`config.mk`:
```
export PLATFORM = sky130hd
export DESIGN_NAME = msp_framer
export DESIGN_NICKNAME = d
export VERILOG_FILES = /design/src/msp_pkg.sv /design/src/msp_framer.sv
export SDC_FILE = /design/constraint.sdc
export NUM_CORES = 2
export LEC_CHECK = 0
export BUFFER_PORTS_ARGS = -buffer_cell sky130_fd_sc_hd__buf_2
export CAP_MARGIN = 20
export CORE_AREA = 2 2 571 573
export DETAILED_ROUTE_END_ITERATION = 12
export DIE_AREA = 0 0 573 575
export PLACE_DENSITY = 0.51
export SLEW_MARGIN = 20
export SYNTH_ARGS = -nofsm -noshare
export SYNTH_HDL_FRONTEND = slang
export SYNTH_SLANG_ARGS = --single-unit
```
`constraint.sdc`:
```
create_clock -name I_CLK -period 5.6 [get_ports I_CLK]
set_input_delay 0.56 -clock I_CLK [delete_from_list [all_inputs] [get_ports I_CLK]]
set_output_delay 0.56 -clock I_CLK [all_outputs]
set_load 0.1 [all_outputs]
```
`src/msp_pkg.sv`:
```
// Package for the motion-state packet payload encoder and decoder
// Operation
// Packet 37, read, 12 bytes: acceleration X,Y,Z with gravity at 0,4,8
// Packet 38, read, 16 bytes: body accel X,Y,Z at 0,4,8, g-force at 12
// Packet 39, read, 12 bytes: roll, pitch, heading radians at 0,4,8
// Packet 40, read, 16 bytes: quaternion scalar at 0, x,y,z at 4,8,12
// Packet 41, read, 36 bytes: nine matrix floats, row-major, 0 to 32
// Packet 42, read, 12 bytes: angular velocity X,Y,Z at 0,4,8
// Packet 43, read, 12 bytes: angular acceleration X,Y,Z at 0,4,8
// Packet 44, 60 bytes: lat,lon,height doubles 0,8,16; velocity 24,28,32
// Packet 44 deviations: position at 36,40,44; velocity at 48,52,56
// Packet 45, 36 bytes: lat,lon,height doubles, deviations at 24,28,32
// Sender of packet 45 must give strictly positive position deviations
// Floats are IEEE-754 single or double, little-endian byte order
package msp_pkg;
    // Packet identifiers
    localparam logic [7:0] ID_ACCEL = 8'h25;
    localparam logic [7:0] ID_BODY_ACCEL = 8'h26;
    localparam logic [7:0] ID_EULER = 8'h27;
    localparam logic [7:0] ID_QUAT = 8'h28;
    localparam logic [7:0] ID_DCM = 8'h29;
    localparam logic [7:0] ID_ANG_VEL = 8'h2a;
    localparam logic [7:0] ID_ANG_ACC = 8'h2b;
    localparam logic [7:0] ID_EXT_POS_VEL = 8'h2c;
    localparam logic [7:0] ID_EXT_POS = 8'h2d;
    // Payload lengths in bytes
    localparam logic [7:0] LEN_12 = 8'h0c;
    localparam logic [7:0] LEN_16 = 8'h10;
    localparam logic [7:0] LEN_36 = 8'h24;
    localparam logic [7:0] LEN_60 = 8'h3c;
    // Payload buffer holds the longest payload
    localparam int MAX_LEN = 60;
    localparam logic [7:0] LEN_ZERO = 8'h00;
    localparam logic [7:0] LEN_ONE = 8'h01;
    // Packet 44 field offsets
    localparam int OFS44_LAT = 0;
    localparam int OFS44_LON = 8;
    localparam int OFS44_HGT = 16;
    localparam int OFS44_VN = 24;
    localparam int OFS44_VE = 28;
    localparam int OFS44_VD = 32;
    localparam int OFS44_SD_LAT = 36;
    localparam int OFS44_SD_LON = 40;
    localparam int OFS44_SD_HGT = 44;
    localparam int OFS44_SD_VN = 48;
    localparam int OFS44_SD_VE = 52;
    localparam int OFS44_SD_VD = 56;
    // Packet 45 field offsets
    localparam int OFS45_LAT = 0;
    localparam int OFS45_LON = 8;
    localparam int OFS45_HGT = 16;
    localparam int OFS45_SD_LAT = 24;
    localparam int OFS45_SD_LON = 28;
    localparam int OFS45_SD_HGT = 32;
    // IEEE-754 single sign bit position
    localparam int FP32_SIGN = 31;
    localparam logic [30:0] FP32_MAG_ZERO = 31'h0;

    // Outbound motion state, fp32 words
    typedef struct packed {
        logic [2:0][31:0] accel;
        logic [2:0][31:0] body_accel;
        logic [31:0] g_force;
        logic [2:0][31:0] euler;
        logic [31:0] quat_scalar;
        logic [31:0] quat_x_part;
        logic [31:0] quat_y_part;
        logic [31:0] quat_z_part;
        logic [8:0][31:0] dcm;
        logic [2:0][31:0] ang_vel;
        logic [2:0][31:0] ang_acc;
    } msp_state_t;

    // Inbound external position, decoded
    typedef struct packed {
        logic has_vel;
        logic [2:0][63:0] pos;
        logic [2:0][31:0] vel;
        logic [2:0][31:0] pos_sd;
        logic [2:0][31:0] vel_sd;
    } msp_ext_t;

    // Byte stream beat
    typedef struct packed {
        logic [7:0] data;
        logic last;
    } msp_beat_t;

    typedef enum logic [1:0] {
        TX_IDLE = 2'b00,
        TX_SEND = 2'b01
    } msp_tx_t;
endpackage

```
`src/msp_framer.sv`:
```
// Motion-state payload encoder and external position payload decoder
`timescale 1ns/1ps
module msp_framer
    import msp_pkg::*;
(
    // Clock and reset
    input wire logic I_CLK,
    input wire logic I_RST_N,
    // Live motion state from the navigation core
    input wire msp_state_t I_STATE,
    // Outbound request: packet id to encode
    input wire logic I_REQ_VALID,
    input wire logic [7:0] I_REQ_ID,
    output logic O_REQ_READY,
    output logic O_REQ_ERR,
    // Outbound payload byte stream
    output logic O_TX_VALID,
    output msp_beat_t O_TX_BEAT,
    input wire logic I_TX_READY,
    // Inbound payload byte stream, header already stripped
    input wire logic I_RX_START,
    input wire logic [7:0] I_RX_ID,
    input wire logic [7:0] I_RX_LEN,
    input wire logic I_RX_VALID,
    input wire msp_beat_t I_RX_BEAT,
    // Decoded inbound packet
    output logic O_EXT_VALID,
    output msp_ext_t O_EXT,
    output logic O_RX_ERR
);

    ////////////////////////////////////////////////////////////////////////
    // Encoder
    logic [MAX_LEN*8-1:0] tx_buf;
    logic [MAX_LEN*8-1:0] next_tx_buf;
    logic [7:0] tx_len;
    logic [7:0] next_tx_len;
    logic [7:0] tx_idx;
    logic id_ok;
    msp_tx_t tx_state;

    // Lay out the snapshot; little-endian packing is implicit because
    // field k occupies bits [8*ofs +: width], byte 0 in the low lane
    always_comb
    begin
        next_tx_buf = '0;
        next_tx_len = LEN_ZERO;
        id_ok = 1'b1;
        case (I_REQ_ID)
            ID_ACCEL:
            begin
                next_tx_buf[95:0] = I_STATE.accel;
                next_tx_len = LEN_12;
            end
            ID_BODY_ACCEL:
            begin
                next_tx_buf[95:0] = I_STATE.body_accel;
                next_tx_buf[127:96] = I_STATE.g_force;
                next_tx_len = LEN_16;
            end
            ID_EULER:
            begin
                next_tx_buf[95:0] = I_STATE.euler;
                next_tx_len = LEN_12;
            end
            ID_QUAT:
            begin
                next_tx_buf[31:0] = I_STATE.quat_scalar;
                next_tx_buf[63:32] = I_STATE.quat_x_part;
                next_tx_buf[95:64] = I_STATE.quat_y_part;
                next_tx_buf[127:96] = I_STATE.quat_z_part;
                next_tx_len = LEN_16;
            end
            ID_DCM:
            begin
                // Element [r][c] is index 3r+c, lowest index first
                next_tx_buf[287:0] = I_STATE.dcm;
                next_tx_len = LEN_36;
            end
            ID_ANG_VEL:
            begin
                next_tx_buf[95:0] = I_STATE.ang_vel;
                next_tx_len = LEN_12;
            end
            ID_ANG_ACC:
            begin
                next_tx_buf[95:0] = I_STATE.ang_acc;
                next_tx_len = LEN_12;
            end
            ID_EXT_POS_VEL:
            begin
                // Read back the last accepted external fix
                next_tx_buf[191:0] = O_EXT.pos;
                next_tx_buf[287:192] = O_EXT.vel;
                next_tx_buf[383:288] = O_EXT.pos_sd;
                next_tx_buf[479:384] = O_EXT.vel_sd;
                next_tx_len = LEN_60;
            end
            ID_EXT_POS:
            begin
                next_tx_buf[191:0] = O_EXT.pos;
                next_tx_buf[287:192] = O_EXT.pos_sd;
                next_tx_len = LEN_36;
            end
            default:
            begin
                id_ok = 1'b0;
            end
        endcase
    end

    assign O_REQ_READY = (tx_state == TX_IDLE);
    assign O_TX_VALID = (tx_state == TX_SEND);
    assign O_TX_BEAT.data = tx_buf[7:0];
    assign O_TX_BEAT.last = (tx_idx == tx_len - LEN_ONE);

    // Snapshot taken whole at request so a packet never mixes two epochs
    always_ff @(posedge I_CLK or negedge I_RST_N)
    begin
        if (!I_RST_N)
        begin
            tx_state <= TX_IDLE;
            tx_buf <= '0;
            tx_len <= LEN_ZERO;
            tx_idx <= LEN_ZERO;
            O_REQ_ERR <= 1'b0;
        end
        else
        begin
            O_REQ_ERR <= 1'b0;
            case (tx_state)
                TX_IDLE:
                begin
                    if (I_REQ_VALID && id_ok)
                    begin
                        tx_buf <= next_tx_buf;
                        tx_len <= next_tx_len;
                        tx_idx <= LEN_ZERO;
                        tx_state <= TX_SEND;
                    end
                    else if (I_REQ_VALID)
                    begin
                        O_REQ_ERR <= 1'b1;
                    end
                end
                TX_SEND:
                begin
                    if (I_TX_READY)
                    begin
                        // Lowest byte leaves first
                        tx_buf <= tx_buf >> 8;
                        tx_idx <= tx_idx + LEN_ONE;
                        if (O_TX_BEAT.last)
                        begin
                            tx_state <= TX_IDLE;
                        end
                    end
                end
                default:
                begin
                    tx_state <= TX_IDLE;
                end
            endcase
        end
    end

    ////////////////////////////////////////////////////////////////////////
    // Decoder
    logic [MAX_LEN*8-1:0] rx_buf;
    logic [7:0] rx_cnt;
    logic rx_active;
    logic rx_len_ok;
    logic rx_is44;
    logic rx_done;
    logic sd_ok;
    msp_ext_t next_ext;

    // Only the two writable packets at their exact lengths are accepted
    assign rx_len_ok = (I_RX_ID == ID_EXT_POS_VEL && I_RX_LEN == LEN_60)
        || (I_RX_ID == ID_EXT_POS && I_RX_LEN == LEN_36);
    assign rx_done = rx_active && I_RX_VALID && I_RX_BEAT.last;

    // Collect bytes; byte n lands in lane n
    always_ff @(posedge I_CLK or negedge I_RST_N)
    begin
        if (!I_RST_N)
        begin
            rx_active <= 1'b0;
            rx_is44 <= 1'b0;
            rx_cnt <= LEN_ZERO;
            rx_buf <= '0;
        end
        else if (I_RX_START)
        begin
            rx_active <= rx_len_ok;
            rx_is44 <= (I_RX_ID == ID_EXT_POS_VEL);
            rx_cnt <= LEN_ZERO;
            rx_buf <= '0;
        end
        else if (rx_active && I_RX_VALID)
        begin
            rx_buf[rx_cnt*8 +: 8] <= I_RX_BEAT.data;
            rx_cnt <= rx_cnt + LEN_ONE;
            if (I_RX_BEAT.last)
            begin
                rx_active <= 1'b0;
            end
        end
    end

    // Field extraction uses the buffer plus the final byte in flight
    logic [MAX_LEN*8-1:0] rx_full;
    always_comb
    begin
        rx_full = rx_buf;
        rx_full[rx_cnt*8 +: 8] = I_RX_BEAT.data;
        next_ext = '0;
        next_ext.has_vel = rx_is44;
        next_ext.pos[0] = rx_full[OFS44_LAT*8 +: 64];
        next_ext.pos[1] = rx_full[OFS44_LON*8 +: 64];
        next_ext.pos[2] = rx_full[OFS44_HGT*8 +: 64];
        if (rx_is44)
        begin
            next_ext.vel[0] = rx_full[OFS44_VN*8 +: 32];
            next_ext.vel[1] = rx_full[OFS44_VE*8 +: 32];
            next_ext.vel[2] = rx_full[OFS44_VD*8 +: 32];
            next_ext.pos_sd[0] = rx_full[OFS44_SD_LAT*8 +: 32];
            next_ext.pos_sd[1] = rx_full[OFS44_SD_LON*8 +: 32];
            next_ext.pos_sd[2] = rx_full[OFS44_SD_HGT*8 +: 32];
            next_ext.vel_sd[0] = rx_full[OFS44_SD_VN*8 +: 32];
            next_ext.vel_sd[1] = rx_full[OFS44_SD_VE*8 +: 32];
            next_ext.vel_sd[2] = rx_full[OFS44_SD_VD*8 +: 32];
        end
        else
        begin
            next_ext.pos_sd[0] = rx_full[OFS45_SD_LAT*8 +: 32];
            next_ext.pos_sd[1] = rx_full[OFS45_SD_LON*8 +: 32];
            next_ext.pos_sd[2] = rx_full[OFS45_SD_HGT*8 +: 32];
        end
        // Reject sign set or magnitude zero; NaN is not screened
        sd_ok = 1'b1;
        for (int k = 0; k < 3; k++)
        begin
            if (next_ext.pos_sd[k][FP32_SIGN]
                || next_ext.pos_sd[k][30:0] == FP32_MAG_ZERO)
            begin
                sd_ok = 1'b0;
            end
        end
    end

    // Publish the decoded fix; a bad length or short frame is dropped
    always_ff @(posedge I_CLK or negedge I_RST_N)
    begin
        if (!I_RST_N)
        begin
            O_EXT_VALID <= 1'b0;
            O_RX_ERR <= 1'b0;
            O_EXT <= '0;
        end
        else
        begin
            O_EXT_VALID <= 1'b0;
            O_RX_ERR <= 1'b0;
            if (I_RX_START && !rx_len_ok)
            begin
                O_RX_ERR <= 1'b1;
            end
            else if (rx_done)
            begin
                if (rx_cnt == (rx_is44 ? LEN_60 : LEN_36) - LEN_ONE
                    && sd_ok)
                begin
                    O_EXT <= next_ext;
                    O_EXT_VALID <= 1'b1;
                end
                else
                begin
                    O_RX_ERR <= 1'b1;
                end
            end
        end
    end

endmodule

```
==> results by group <==
Status
  • Result of the run: completed

Clock tree
  • Clock tree from TritonCTS: done
  • Number of buffers on the longest clock path: 4
  • Clock-pin slew of the registers on the worst-case setup and hold paths: 0.06 ns
  • # H-tree levels: 4
  • Total number of clock tree sinks: 1467
  • Clock latency at the later pin of the worst-skew pair: 0.91 ns
  • Master cell of the clock root buffer: clkbuf_16
  • Clock buffers created by TritonCTS: 175

Critical path
  • Delay of the slowest cell on the worst path: 0.42 ns
  • Register-to-register setup slack: 0.04 ns
  • Worst flop-to-flop path endpoint: O_EXT[394]
  • Type of element capturing the critical path: flip-flop
  • Top fanout value on the critical path: 36
  • Nature of the critical path startpoint: flip-flop
  • Cells traversed along the worst timing path: nor4_4 -> nand3b_1 -> ha_2 -> buf_4 -> and2_1 -> nand2_1 -> nor2_1 -> nand2_1 -> o21ai_0 -> nor4_1 -> o2111ai_1 -> nor4_4 -> nor3_1 -> buf_4 -> nand3_4 -> buf_16 -> buf_16 -> mux2_1
  • Master of the slowest instance on the critical path: ha_2
  • Critical path origin: rx_cnt[2]
  • R2r startpoint: rx_cnt[2]
  • Setup Crit Path Kind: reg2reg
  • Req. time, crit path: 6.31 ns
  • Critical Path Sink: O_EXT[394]
  • Depth of the worst register-to-register path: 18
  • Worst endpoint data arrival time: 6.27 ns

Logic synthesis
  • Seq cells post-synth: 1467
  • Count leader, synth: dfrtp_1
  • Number of nets in the synthesized netlist: 9133
  • Instance count of the mapped netlist: 8161
  • Cells taking the most area after synthesis: dfrtp_1 48%, mux2_2 6.6%, nor2_1 6.6%
  • Top cell types by occurrence after synthesis: 1467 x dfrtp_1, 1334 x nor2_1, 921 x nand2_1
  • Leading area contributor after synthesis: dfrtp_1
  • Count of flip-flops with a built-in enable after synthesis: 0
  • Average instance area after synthesis: 9.29 µm²
  • Unique cell type count in the Yosys netlist: 90
  • Synthesis warning total: 0
  • Fraction of synthesis flops using an asynchronous set or reset pin: 1.00
  • Primary FF master, synth: dfrtp_1
  • Area share of the largest cell type after synthesis: 0.484
  • Share of synthesized area occupied by flip-flops and latches: 0.484
  • Synthesized area: 75800 µm²

Global routing
  • Vias in the first global route: 71800
  • Number of antenna violations at the first check in global routing: 188
  • Wire length of the first global-routing pass: 684 mm
  • Overall overflow remaining after global route: 0
  • Maximum number of pins on one net before global-route repair: 195
  • Global router's overall resource usage: 0.305

Route
  • Count of unresolved DRC violations after routing: 0
  • Via count: 78000
  • Number of iterations in the first detailed-routing pass: 9
  • Antenna viol nets, final: 0
  • Mean routed wirelength per cell: 36.9 µm
  • Via count normalized by instance count: 5.47
  • Total wire length: 526 mm
  • Number of DRC violations after detailed-routing iteration 0: 11300

Timing
  • Final setup viols: 0
  • RSZ-0062 raised after global routing: false
  • Max-slew violation count: 0
  • Share of the cycle needed by the critical path after routing: 0.993
  • Setup skew after layout: 0.0986 ns
  • Fmax: 0.180 GHz
  • Final Hold Viols: 0
  • Final Critical Period: 5.56 ns
  • Least-Margin Pin Slew: 1.27 ns
  • Headroom to the max-slew limit: 0.153

Power and ir drop
  • Power share of the sequential group: 0.415
  • Switching part of the total power: 0.344
  • Power density relative to cell area: 330 nW/µm²
  • Combinational group share of total power: 0.216
  • Total power of the final layout: 32.0 mW
  • Switching Power: 11.0 mW
  • Worst IR drop on VDD: 271 µV
  • Leakage power total: 42.8 nW
  • Share of total power in the clock network: 0.369
  • Int Power: 21.0 mW

Die
  • I/O Pins: 1462
  • Die Outline Area: 329000 µm²
  • Initial standard-cell utilization of the core: 0.235
  • Chip Height: 575 µm
  • Rows: 209
  • Area of the core: 323000 µm²
  • Die width: 573 µm

Placed design
  • # port buffers: 1461
  • Number of placed instances, taps included: 13800
  • Placer Congestion: 1.05
  • Post-DP HPWL: 425 mm

Finish
  • Fraction of layout cells with a size suffix above 1: 0.289
  • Filler-free cell count of the finished design: 14200
  • Layout overhead on the synthesized area: 27.7%
  • Nets: 10600

Run
  • # Max-Cap Violations: 0

Min path
  • Type of the tightest min-delay check: in2reg
## logic make-up after synthesis
kind of cell / after synthesis / synth area share
AND/OR/NAND/NOR: 2785 / 0.153
AO/OA/AOI/OAI: 2285 / 0.197
flip-flops: 1467 / 0.484
multiplexers: 835 / 0.119
buffers and inverters: 768 / 0.0438
XOR/XNOR: 16 / 0.00185
adder cells (fa/ha/maj): 5 / 0.000825
## power by group through the flow
stage                     Clock [mW]  Sequential (mW)  Combinational (mW)
after global placement             0             13.4                6.75
final                           11.8             13.3                6.91
after detailed placement           0             13.4                6.81
after CTS                       12.0             13.2                6.83
after floorplan                    0             12.8                4.03
after global routing            12.4             13.4                7.49
## what timing repair did
action                                 CTS  global route
endpoints found under the hold margin   90             0
cloned                                   0             1
setup endpoints to repair               64           450
pin swaps                                0             1
buffers inserted                         0             2
hold buffers                             2             0
resized for setup                        1            19
## state kept, by name, summed over array words and instances, names as in the netlist
register / cells
O_EXT: 481
rx_buf: 480
tx_buf: 480
rx_cnt: 8
tx_idx: 8
tx_len: 4
O_EXT_VALID: 1
O_REQ_ERR: 1
O_RX_ERR: 1
rx_active: 1
rx_is44: 1
tx_state: 1
## cell usage in the layout, fill, tap and decap left out, types with 14 or more instances in the layout
cell / count
nor2_1: 1320
clkbuf_8: 37
clkbuf_1: 36
mux2_2: 446
or3_1: 22
mux2i_1: 288
a31oi_1: 16
clkbuf_16: 176
a221oi_1: 283
o31ai_1: 21
mux2_1: 100
and2_1: 19
a21oi_1: 703
a22oi_1: 262
o21ai_0: 562
buf_12: 55
a22o_1: 105
inv_1: 73
nor3_1: 117
buf_4: 497
nand3_1: 141
nand4_1: 112
nand2b_1: 14
a211oi_1: 66
nand2_1: 919
dfrtp_1: 1465
a222oi_1: 96
buf_2: 1460
a221o_1: 67
diode_2: 122
clkinv_2: 30
## final cells by class
| cell class | count | area (µm²) |
|---|---|---|
| flip-flops and latches | 1467 | 36700 |
| well taps | 4325 | 5410 |
| fillers | 34800 | 226000 |
| clock buffers | 248 | 5020 |
| repair buffers | 2021 | 12300 |
| multi-input cells | 5926 | 36100 |
| diodes | 122 | 305 |
| inverters | 75 | 297 |
| clock inverters | 61 | 751 |
## worst min path at each step
stage,slack [ns],start,cells past startpoint,to
3_5_place_dp,0.47,tx_buf[130],2,tx_buf[130]
6_report,0.05,I_RX_ID[0],3,rx_is44
2_1_floorplan,0.26,I_RST_N,0,O_EXT[0]
3_3_place_gp,0.46,tx_buf[139],2,tx_buf[139]
5_1_grt,0.06,I_TX_READY,3,tx_idx[1]
4_1_cts,0.003,I_TX_READY,3,tx_idx[1]
## metal layers
layer	share of wire	GRT usage	vias to the layer above
met5	0.00066	0	-
met4	0.042	0.116	56
met3	0.11	0.104	814
met2	0.39	0.409	4715
met1	0.45	0.443	39700
li1	-	-	32700
## per-stage QoR
stage / utilization / instance area, µm² / TNS [ns] / hold WS (ns) / worst slack, ns
2_1_floorplan: - / 75800 / 0 / 0.264 / 0.629
3_3_place_gp: 0.280 / 90600 / -1.46 / 0.457 / -0.0470
3_5_place_dp: 0.280 / 90600 / -1.50 / 0.470 / -0.0483
4_1_cts: 0.298 / 96400 / 0 / 0.00343 / 0.00468
5_1_grt: 0.299 / 96600 / 0 / 0.0559 / 0.00286
6_report: 0.300 / 96900 / 0 / 0.0456 / 0.0393
## critical path: cells and delay by family, from the launching register on
family | cells | cell delay [ns]
flops | 1 | 0.40
buf+inv | 4 | 1.02
compound gates | 2 | 0.68
fa+ha+maj | 1 | 0.42
mux | 1 | 0.33
simple gates | 10 | 2.47
(Power assumes the default switching activity.)
